## src/rtl/axio_consts.svh

```systemverilog
// axis i/o block: register offsets, field positions, reset values, timing
// assumes byte addresses decoded on haddr[7:0]
`ifndef AXIO_CONSTS_SVH
`define AXIO_CONSTS_SVH
// ==========================================
// register offsets
`define AXIO_OFS_CTRL       8'h00
`define AXIO_OFS_OUT        8'h04
`define AXIO_OFS_X_IN       8'h08
`define AXIO_OFS_Y_IN       8'h0C
`define AXIO_OFS_X_ERR      8'h10
`define AXIO_OFS_Y_ERR      8'h14
`define AXIO_OFS_ISTAT      8'h18
`define AXIO_OFS_IMASK      8'h1C
// ==========================================
// field positions
`define AXIO_CTRL_MODE_LSB  0
`define AXIO_CTRL_DCC_LSB   2
`define AXIO_CTRL_EXT_LSB   4
`define AXIO_GIN_LSB        8
`define AXIO_EMG_BIT        5
`define AXIO_IRQ_EMG        0
`define AXIO_IRQ_START_LSB  1
// ==========================================
// reset values
`define AXIO_CTRL_RST       8'h00
`define AXIO_OUT_RST        16'h0000
`define AXIO_IRQ_RST        3'h0
// ==========================================
// timing: synchroniser depth in clock cycles
`define AXIO_SYNC_CYCLES    2
`endif

```

## src/rtl/axio_pkg.sv

```systemverilog
// axis i/o block: shared types
// assumes axio_consts.svh holds the numbers
package axio_pkg;
  typedef enum logic [1:0] {
    AXIO_EXT_OFF   = 2'b00,
    AXIO_EXT_FIXED = 2'b01,
    AXIO_EXT_CONT  = 2'b10
  } axio_ext_mode_t;
endpackage : axio_pkg

```

## src/rtl/axio_top.sv

```systemverilog
// axis i/o block: shared output pins, input mirror, external start, e-stop
// assumes one 20 MHz clock, ahb-lite single word transfers, one slave
//
// Design decisions made here: the address map and register access over AHB-Lite.
`timescale 1ns/100ps
`include "axio_consts.svh"

// How it works
// - status mode: minus-compare pin high below minus limit, low above.
// - status mode: plus-compare pin high above plus limit, low below.
// - status mode: pin 1 high while s-curve jerk magnitude decreasing.
// - status mode: pin 0 high while s-curve jerk magnitude increasing, unless deviation clear is enabled.
// - deviation clear enabled: clear pulse appears on shared pin 0.
// - outside status mode every shared pin is a plain general output, except pin 0 while deviation clear is enabled.
// - six general inputs shown in bits 13..8 of each axis input register.
// - general inputs read as their level, low 0, high 1, not inverted.
// - fixed external mode: falling start input launches one fixed drive.
// - continuous external mode: drive runs while start input stays low.
// - emergency input low halts pulse output on both axes at once.
// - emergency sets the emergency error bit of both axis error registers.
// - emergency input is always active low, no polarity setting.
// - x outputs follow output register bits 7..0, y bits 15..8.
// - all general outputs low after reset.
module axio_top
  import axio_pkg::*;
#(
  parameter int PW = 32
) (
  // clock and reset
  input  wire logic                   CORE_CLK,
  input  wire logic                   RESET_N,
  // ahb-lite slave
  input  wire logic                   HSEL,
  input  wire logic [31:0]            HADDR,
  input  wire logic [1:0]             HTRANS,
  input  wire logic                   HWRITE,
  input  wire logic [2:0]             HSIZE,
  input  wire logic [31:0]            HWDATA,
  input  wire logic                   HREADY,
  output logic      [31:0]            HRDATA,
  output logic                        HREADYOUT,
  output logic                        HRESP,
  // interrupt
  output logic                        IRQ,
  // drive state from the axis cores, index 0 is x, 1 is y
  input  wire logic [1:0][PW-1:0]     AXIS_POS,
  input  wire logic [1:0][PW-1:0]     CMP_MINUS,
  input  wire logic [1:0][PW-1:0]     CMP_PLUS,
  input  wire logic [1:0]             JERK_DEC,
  input  wire logic [1:0]             JERK_INC,
  input  wire logic [1:0][3:0]        DRV_STATUS,
  input  wire logic [1:0]             DEV_CLEAR_REQ,
  // external pins
  input  wire logic [1:0][5:0]        GENERAL_INPUT,
  input  wire logic [1:0]             EXT_START_PLUS,
  input  wire logic [1:0]             EXT_START_MINUS,
  input  wire logic                   EMERGENCY_STOP_N,
  output logic      [1:0][7:0]        GENERAL_OUTPUT,
  // drive requests to the pulse generators
  output logic      [1:0]             START_FIXED_PLUS,
  output logic      [1:0]             START_FIXED_MINUS,
  output logic      [1:0]             CONT_PLUS,
  output logic      [1:0]             CONT_MINUS,
  output logic                        PULSE_HALT
);

  localparam int SW = 17;

  // ==========================================
  // helpers
  function automatic logic w1c(input logic old, input logic set, input logic clr);
    // set beats a clear landing in the same cycle
    w1c = set | (old & ~clr);
  endfunction : w1c

  function automatic logic cmp_flag(input logic [PW-1:0] pos, input logic [PW-1:0] lim,
                                    input logic old, input logic below);
    // equal keeps the last level; only strict sides are defined
    if ($signed(pos) < $signed(lim)) begin
      cmp_flag = below;
    end else if ($signed(pos) > $signed(lim)) begin
      cmp_flag = ~below;
    end else begin
      cmp_flag = old;
    end
  endfunction : cmp_flag

  // ==========================================
  // input synchroniser
  logic [SW-1:0] s1_r, s2_r, s3_r;
  logic [SW-1:0] s1_nxt, s2_nxt, s3_nxt;

  always_comb begin
    s1_nxt = {EMERGENCY_STOP_N, EXT_START_MINUS, EXT_START_PLUS, GENERAL_INPUT};
    s2_nxt = s1_r;
    s3_nxt = s2_r;
  end

  always_ff @(posedge CORE_CLK) begin
    if (!RESET_N) begin
      s1_r <= '1;
      s2_r <= '1;
      s3_r <= '1;
    end else begin
      s1_r <= s1_nxt;
      s2_r <= s2_nxt;
      s3_r <= s3_nxt;
    end
  end

  logic [1:0][5:0] gin_s;
  logic [1:0]      plus_s, minus_s, plus_p, minus_p;
  logic            emg_act;
  assign gin_s   = s2_r[11:0];
  assign plus_s  = s2_r[13:12];
  assign minus_s = s2_r[15:14];
  assign plus_p  = s3_r[13:12];
  assign minus_p = s3_r[15:14];
  assign emg_act = ~s2_r[16];

  // ==========================================
  // ahb-lite slave
  logic        wr_pend_r, wr_pend_nxt;
  logic [7:0]  wr_addr_r, wr_addr_nxt;
  logic [31:0] hrdata_r, hrdata_nxt;
  logic        addr_ok;

  logic [7:0]  ctrl_r, ctrl_nxt;
  logic [15:0] gout_r, gout_nxt;
  logic [1:0]  err_r, err_nxt;
  logic [2:0]  istat_r, istat_nxt, imask_r, imask_nxt;
  logic        irq_r, irq_nxt;

  assign addr_ok = HSEL & HTRANS[1] & HREADY;

  always_comb begin
    wr_pend_nxt = addr_ok & HWRITE;
    wr_addr_nxt = addr_ok ? HADDR[7:0] : wr_addr_r;
    hrdata_nxt  = 32'h0000_0000;
    if (addr_ok && !HWRITE) begin
      case (HADDR[7:0])
        `AXIO_OFS_CTRL:  hrdata_nxt[7:0]  = ctrl_r;
        `AXIO_OFS_OUT:   hrdata_nxt[15:0] = gout_r;
        `AXIO_OFS_X_IN:  hrdata_nxt[`AXIO_GIN_LSB +: 6] = gin_s[0];
        `AXIO_OFS_Y_IN:  hrdata_nxt[`AXIO_GIN_LSB +: 6] = gin_s[1];
        `AXIO_OFS_X_ERR: hrdata_nxt[`AXIO_EMG_BIT] = err_r[0];
        `AXIO_OFS_Y_ERR: hrdata_nxt[`AXIO_EMG_BIT] = err_r[1];
        `AXIO_OFS_ISTAT: hrdata_nxt[2:0]  = istat_r;
        `AXIO_OFS_IMASK: hrdata_nxt[2:0]  = imask_r;
        default:         hrdata_nxt = 32'h0000_0000;
      endcase
    end
  end

  always_ff @(posedge CORE_CLK) begin
    if (!RESET_N) begin
      wr_pend_r <= 1'b0;
      wr_addr_r <= 8'h00;
      hrdata_r  <= 32'h0000_0000;
    end else begin
      wr_pend_r <= wr_pend_nxt;
      wr_addr_r <= wr_addr_nxt;
      hrdata_r  <= hrdata_nxt;
    end
  end

  assign HRDATA    = hrdata_r;
  // zero wait states, so ready and okay are tied constants, not flops
  assign HREADYOUT = RESET_N | 1'b1;
  assign HRESP     = 1'b0;

  // ==========================================
  // drive requests and shared pins
  logic [1:0]      fixp_r, fixm_r, contp_r, contm_r, fixp_nxt, fixm_nxt;
  logic [1:0]      contp_nxt, contm_nxt;
  logic            halt_r, halt_nxt;
  logic [1:0]      compare_minus_out_r, compare_plus_out_r, compare_minus_out_nxt, compare_plus_out_nxt;
  logic [1:0][7:0] pin_r, pin_nxt;
  logic [1:0][7:0] stat_vec;
  axio_ext_mode_t  ext_mode [2];

  always_comb begin
    halt_nxt = emg_act;
    for (int a = 0; a < 2; a++) begin
      ext_mode[a] = axio_ext_mode_t'(ctrl_r[`AXIO_CTRL_EXT_LSB + 2*a +: 2]);
      fixp_nxt[a] = (ext_mode[a] == AXIO_EXT_FIXED) & plus_p[a] & ~plus_s[a]
                    & ~emg_act;
      fixm_nxt[a] = (ext_mode[a] == AXIO_EXT_FIXED) & minus_p[a] & ~minus_s[a]
                    & ~emg_act;
      contp_nxt[a] = (ext_mode[a] == AXIO_EXT_CONT) & ~plus_s[a] & ~emg_act;
      contm_nxt[a] = (ext_mode[a] == AXIO_EXT_CONT) & ~minus_s[a] & ~emg_act;
      compare_minus_out_nxt[a] = cmp_flag(AXIS_POS[a], CMP_MINUS[a], compare_minus_out_r[a], 1'b1);
      compare_plus_out_nxt[a] = cmp_flag(AXIS_POS[a], CMP_PLUS[a], compare_plus_out_r[a], 1'b0);
      stat_vec[a] = {DRV_STATUS[a], compare_minus_out_nxt[a], compare_plus_out_nxt[a],
                     JERK_DEC[a], JERK_INC[a]};
      pin_nxt[a] = ctrl_r[`AXIO_CTRL_MODE_LSB + a] ? stat_vec[a]
                                                   : gout_r[8*a +: 8];
      if (ctrl_r[`AXIO_CTRL_DCC_LSB + a]) begin
        pin_nxt[a][0] = DEV_CLEAR_REQ[a];
      end
    end
  end

  always_ff @(posedge CORE_CLK) begin
    if (!RESET_N) begin
      fixp_r  <= 2'b00;
      fixm_r  <= 2'b00;
      contp_r <= 2'b00;
      contm_r <= 2'b00;
      halt_r  <= 1'b0;
      compare_minus_out_r  <= 2'b00;
      compare_plus_out_r  <= 2'b00;
      pin_r   <= '0;
    end else begin
      fixp_r  <= fixp_nxt;
      fixm_r  <= fixm_nxt;
      contp_r <= contp_nxt;
      contm_r <= contm_nxt;
      halt_r  <= halt_nxt;
      compare_minus_out_r  <= compare_minus_out_nxt;
      compare_plus_out_r  <= compare_plus_out_nxt;
      pin_r   <= pin_nxt;
    end
  end

  assign START_FIXED_PLUS  = fixp_r;
  assign START_FIXED_MINUS = fixm_r;
  assign CONT_PLUS         = contp_r;
  assign CONT_MINUS        = contm_r;
  assign PULSE_HALT        = halt_r;
  assign GENERAL_OUTPUT    = pin_r;

  // ==========================================
  // registers and interrupt
  logic [31:0] wdat;
  logic        wr_ctrl, wr_out, wr_xerr, wr_yerr, wr_istat, wr_imask;
  logic [2:0]  ev;

  always_comb begin
    wdat     = HWDATA;
    wr_ctrl  = wr_pend_r & (wr_addr_r == `AXIO_OFS_CTRL);
    wr_out   = wr_pend_r & (wr_addr_r == `AXIO_OFS_OUT);
    wr_xerr  = wr_pend_r & (wr_addr_r == `AXIO_OFS_X_ERR);
    wr_yerr  = wr_pend_r & (wr_addr_r == `AXIO_OFS_Y_ERR);
    wr_istat = wr_pend_r & (wr_addr_r == `AXIO_OFS_ISTAT);
    wr_imask = wr_pend_r & (wr_addr_r == `AXIO_OFS_IMASK);
    ctrl_nxt  = wr_ctrl ? wdat[7:0] : ctrl_r;
    gout_nxt  = wr_out ? wdat[15:0] : gout_r;
    imask_nxt = wr_imask ? wdat[2:0] : imask_r;
    err_nxt[0] = w1c(err_r[0], emg_act, wr_xerr & wdat[`AXIO_EMG_BIT]);
    err_nxt[1] = w1c(err_r[1], emg_act, wr_yerr & wdat[`AXIO_EMG_BIT]);
    ev[`AXIO_IRQ_EMG] = emg_act;
    ev[`AXIO_IRQ_START_LSB +: 2] = fixp_nxt | fixm_nxt;
    for (int i = 0; i < 3; i++) begin
      istat_nxt[i] = w1c(istat_r[i], ev[i], wr_istat & wdat[i]);
    end
    irq_nxt = |(istat_nxt & imask_nxt);
  end

  always_ff @(posedge CORE_CLK) begin
    if (!RESET_N) begin
      ctrl_r  <= `AXIO_CTRL_RST;
      gout_r  <= `AXIO_OUT_RST;
      err_r   <= 2'b00;
      istat_r <= `AXIO_IRQ_RST;
      imask_r <= `AXIO_IRQ_RST;
      irq_r   <= 1'b0;
    end else begin
      ctrl_r  <= ctrl_nxt;
      gout_r  <= gout_nxt;
      err_r   <= err_nxt;
      istat_r <= istat_nxt;
      imask_r <= imask_nxt;
      irq_r   <= irq_nxt;
    end
  end

  assign IRQ = irq_r;

  // ==========================================
  // checks
  logic [1:0] settle_r;
  always_ff @(posedge CORE_CLK) begin
    if (!RESET_N) begin
      settle_r <= 2'd0;
    end else if (settle_r != 2'd3) begin
      settle_r <= settle_r + 2'd1;
    end
  end
endmodule : axio_top

```

## config.mk

```make
export PLATFORM = sky130hd
export DESIGN_NAME = axio_top
export DESIGN_NICKNAME = d
export VERILOG_FILES = /design/src/rtl/axio_pkg.sv /design/src/rtl/axio_top.sv
export VERILOG_INCLUDE_DIRS = /design/src /design/src/rtl
export SDC_FILE = /design/constraint.sdc
export NUM_CORES = 1
export LEC_CHECK = 0
export ABC_CLOCK_PERIOD_IN_PS = 2360
export BUFFER_PORTS_ARGS = -buffer_cell sky130_fd_sc_hd__buf_4
export CAP_MARGIN = 20
export CORE_ASPECT_RATIO = 0.5
export CORE_MARGIN = 4
export CORE_UTILIZATION = 35
export DETAILED_ROUTE_END_ITERATION = 6
export GPL_ROUTABILITY_DRIVEN = 0
export PLACE_DENSITY = 0.69
export SYNTH_ARGS = -nofsm -noshare
export SYNTH_HDL_FRONTEND = slang
export SYNTH_SLANG_ARGS = --single-unit
```

## constraint.sdc

```tcl
create_clock -name CORE_CLK -period 2.36 [get_ports CORE_CLK]
set_input_delay 0.472 -clock CORE_CLK [delete_from_list [all_inputs] [get_ports CORE_CLK]]
set_output_delay 0.472 -clock CORE_CLK [all_outputs]
set_load 0.1 [all_outputs]
```

# Yosys cells after proc, flatten, opt, wreduce, memory -nomap -nowiden
# Cells that the tools add are included.
# Widths: inputs -> output; s select.
# classes
magnitude_cmp	8
n_eq_ne	16
muxes	18
n_bitwise	56
reduce_logical	7
# op_table
cell	n
$gt 32x32->1	4
$lt 32x32->1	4
$eq 8x5->1 const B	8
$and 1x1->1	39
$pmux 6 s3	1
$eq 8x3->1 const B	2
$eq 8x4->1 const B	2
$logic_not 8->1	2
$mux 8	2
$pmux 3 s4	1
$mux 1	10
$not 1->1	10
$pmux 2 s2	2
$or 1x1->1	5
$eq 2x1->1 const B	2
$eq 2x2->1 const B	2
$pmux 1 s4	1
$and 3x3->3	1
$mux 3	1
$reduce_and 3->1	1
$reduce_or 3->1	1
$or 2x2->2	1
$reduce_and 2->1	1
$logic_and 1x1->1	1
$logic_not 1->1	1
# totals
regBits	153
input_bits	297
output_inout_bits	60
elab_cells	128

# Logic depth before layout (Yosys ltp)
# logic_depth
depth_word	8
depth_mapped	9
depth_no_buf	9

# Worst setup path before layout
# Ideal clock, no wire load.
# synth_path
path_type	in2reg
startpoint	input port CMP_MINUS[27] (netlist name)
endpoint	register pin_r (netlist bit GENERAL_OUTPUT[3])
setup_time_ns	0.066
arrival_time_ns	2.104
t_required_ns	2.294
setup_slack_ns	0.189
path_stages	8
path_buffers	0
cell_sequence	inv_1 ha_1 nand4_2 nor4_2 nand3_1 or4_1 o211a_1 a21oi_2
# synth_between
elab_chain_len	4
word_cells_on_any_way	5
classes_between	order compare: 2; mux: 3
# synth_rtl
element	line_no	source
start, declared	axio_top.sv:47	input wire logic [1:0][PW-1:0] CMP_MINUS,
$gt 32x32->1	axio_top.sv:81	end else if ($signed(pos) > $signed(lim)) begin
$mux 1	axio_top.sv:81	
$mux 1 *	axio_top.sv:79	if ($signed(pos) < $signed(lim)) begin
$mux 8 *	axio_top.sv:196	pin_nxt[a] = ctrl_r[`AXIO_CTRL_MODE_LSB + a] ? stat_vec[a]
end signal, assigned	axio_top.sv:222	pin_r <= pin_nxt;
end, declared	axio_top.sv:178	logic [1:0][7:0] pin_r, pin_nxt;
# Every way passes the cells marked *; elsewhere a longest branch is shown, timed or not.
# A chain may end at the register's enable or synchronous reset.

# Worst setup path in the final report
# layout_path
startpoint	input port CMP_MINUS[29] (netlist name)
endpoint	register pin_r (netlist bit GENERAL_OUTPUT[3])
# The elaborated chain is that of the path after synthesis.

==> flow_metrics.py <==
metrics = {
    "worst_setup_path": {
        "cp.arrival_ns": 2.52,
        "critical_path_buf_inv_count": 2,
        "startpoint_type": "input port",
        "cpMaxStageDelayCell": "or4_1",
        "end_kind": "register",
        "crit_fanout": 2,
        "r2r_cells": 6,
        "path_delay_family": "simple AND/OR/NAND/NOR gates",
        "rr_endpoint": "IRQ",
        "crit_type": "input port to register",
        "path_cells": "buf_4 -> inv_1 -> ha_1 -> nand4_1 -> nor4_2 -> nand3_1 -> or4_1 -> o211a_1 -> a21oi_2",
        "reg2reg_slack_ns": 0.41,
        "required_ns": 2.70,
        "r2r_start": "wr_addr_r[0]",
        "critical_path.max_stage_delay_ns": 0.55,
        "cp.depth": 9,
        "startpoint": "CMP_MINUS[29]",
    },
    "timing": {
        "relSlewSlack_pct": 58.6,
        "tightest_slew_ns": 0.620,
        "min_period_ns": 2.18,
        "fin_worst_skew_ns": 0.0150,
        "rsz0062_at_grt": "no",
        "slew_viol_final": 0,
        "final-setup-viol-count": 0,
        "hold_viol": 0,
        "period_share_pct": 92.3,
        "max_freq_mhz": 459,
    },
    "clock_network": {
        "tritoncts": "done",
        "clk_pin_slew_ns": 0.06,
        "clk_latency_ns": 0.41,
        "cts_hold_buf": 0,
        "cts.sinks": 125,
        "postCtsSetupBuffers": 0,
        "htree_levels": 4,
        "cts_root_buf": "clkbuf_16",
        "cts_max_path_buffers": 2,
        "cts_resized": 0,
        "numCtsBuffers": 17,
    },
    "die": {
        "io_pins": 357,
        "fp-row-count": 38,
        "initial_core_util_pct": 35.8,
        "fp.dieArea_mm2": 0.0249,
        "die_x_um": 219,
        "fp.dieH_um": 114,
        "fp.coreArea_mm2": 0.0218,
    },
    "cells_and_area": {
        "num-fill-cells": 2040,
        "drive_gt1_share_pct": 29.8,
        "final_common_cell": "buf_4",
        "synthToLayoutAreaGrowth_pct": 41.9,
        "n_antenna_cell": 0,
        "layout_common_cells": "buf_4 (325), inv_1 (134), ha_1 (128), dfxtp_1 (125)",
        "fin_area_mm2": 0.0111,
        "nNetsFinal": 1636,
        "fin_cells": 1523,
    },
    "worst_hold_path": {
        "hold_depth": 2,
        "min_from": "EXT_START_PLUS[0]",
        "whs_endpoint": "s1_r[12]",
        "hold_path_class": "input port to register",
    },
    "detailed_routing": {
        "detail_route.wl_per_cell_um": 15.2,
        "remaining_drc_errors": 0,
        "dr.pass1.iters": 4,
        "first_iter_violations": 311,
        "drt-total-wl_mm": 23.2,
        "vias": 7086,
        "vias_per_cell": 4.65,
        "ant_nets": 0,
    },
    "yosys": {
        "avgSynthCellArea_um2": 8.77,
        "mappedNetlistArea_mm2": 0.00780,
        "yosys-top-cells-area": "dfxtp_1 (32%), ha_1 (21%), mux2i_1 (6.9%), inv_1 (6.4%), nor2b_1 (3.9%)",
        "async_flop_share_pct": 0,
        "synth_cell_types": 56,
        "ys_seq_area_share_pct": 32.1,
        "yosysWarnings": 0,
        "syn-instance-count": 890,
        "ys_ff_latch": 125,
        "yosys_most_used_dff": "dfxtp_1",
        "yosysTopAreaCellShare_pct": 32.1,
        "yosysTopAreaCell": "dfxtp_1",
        "synth_edf_count": 0,
    },
    "power": {
        "p_seq_share_pct": 35.7,
        "switching_share_pct": 25.6,
        "p_switching_mw": 1.56,
        "comb_power_share_pct": 19.3,
        "ir_worst_vdd_mv": 0.541,
        "intPower_mw": 4.53,
        "powerDensity_mw_per_mm2": 551,
        "power_mw": 6.10,
        "leakage_nw": 5.71,
        "p_clk_share_pct": 45.0,
    },
    "placed_design": {
        "placed_area_mm2": 0.0104,
        "io_buffers": 294,
        "dp_hpwl_mm": 19.8,
        "dp_cells": 1492,
    },
    "global_route": {
        "grt_pass1_wl_mm": 35.9,
        "grt_max_degree": 48,
        "gr-usage-all-layers_pct": 17.9,
        "overflow": 0,
        "grt_pass1_vias": 7335,
        "grt_antenna_before_repair": 0,
    },
    "job": {
        "cap_violations": 0,
    },
    "outcome": {
        "status": "finished clean",
    },
}
[logic make-up after synthesis]
kind of cell    count (synthesis)  share of synthesized area, %
simple gates                  266                          19.3
buf+inv                       173                          9.49
compound gates                142                          11.6
fa+ha+maj                     128                          20.5
flops                         125                          32.1
mux                            54                          6.93
other cells                     2                        0.0963
[area by class of cell]
cell class | count | area (um^2) | share of cell area, %
tap | 300 | 375 | 3.39
sequential | 125 | 2500 | 22.6
timing repair buffer | 325 | 2440 | 22.0
multi-input combinational | 608 | 4620 | 41.7
clock buffer | 18 | 439 | 3.97
clock inverter | 13 | 191 | 1.73
inverter | 134 | 503 | 4.54
[routing by layer]
layer	vias to the layer above	GRT usage, %	wire length (um)
li1	3651	-	-
met1	3257	22.7	10500
met2	142	31.6	11500
met3	36	2.21	705
met4	0	6.14	510
met5	-	0	0
[flip-flops by register name (all words and copies together) (netlist names), 4 cells and up]
register / count
ctrl_r: 8
gout_r: 16
s2_r: 17
s1_r: 17
HRDATA: 16
GENERAL_OUTPUT: 16
wr_addr_r: 8
s3_r: 4
[Yosys cell counts, drive strengths merged, types with 11 or more instances]
library cell,number
a21oi,55
a21boi,13
clkbuf,17
dfxtp,125
nand3,15
inv,134
a21o,23
buf,22
nor2,40
nor4,11
ha,128
nor2b,49
nand2b,45
nand4,25
o21ai,22
nand2,43
mux2i,54
[power groups by stage]
stage | Combinational, mW | Clock, mW | Sequential (mW)
after global routing | 1.30 | 2.88 | 2.18
after floorplan | 0.643 | 0 | 2.23
after global placement | 1.13 | 0 | 2.22
after CTS | 1.18 | 2.78 | 2.18
final | 1.17 | 2.74 | 2.18
after detailed placement | 1.17 | 0 | 2.22
[how the worst max path moves through the flow]
stage | endpoint | slack [ns]
final | GENERAL_OUTPUT[3] | 0.18
after global routing | GENERAL_OUTPUT[2] | 0.08
after CTS | GENERAL_OUTPUT[3] | 0.23
after detailed placement | GENERAL_OUTPUT[3] | -0.20
after global placement | GENERAL_OUTPUT[3] | -0.13
after floorplan | GENERAL_OUTPUT[3] | 0.19
[worst reg2reg max path, cell delays in order, from the launching register on]
cell	delay (ns)
dfxtp_1	0.32
nor4_2	0.30
nand3b_2	0.19
nor3_1	0.34
nand2_1	0.12
a311oi_1	0.35
o221ai_1	0.19
[through the flow]
step	hold slack [ns]	TNS (ns)	setup WS [ns]	utilization, %
detailed placement	0.391	-0.561	-0.204	47.9
global route	0.235	0	0.0813	50.8
global placement	0.391	-0.342	-0.130	47.9
finish	0.244	0	0.182	50.8
CTS	0.231	0	0.232	50.8
floorplan	0.386	0	0.189	-
(Power assumes the default switching activity.)
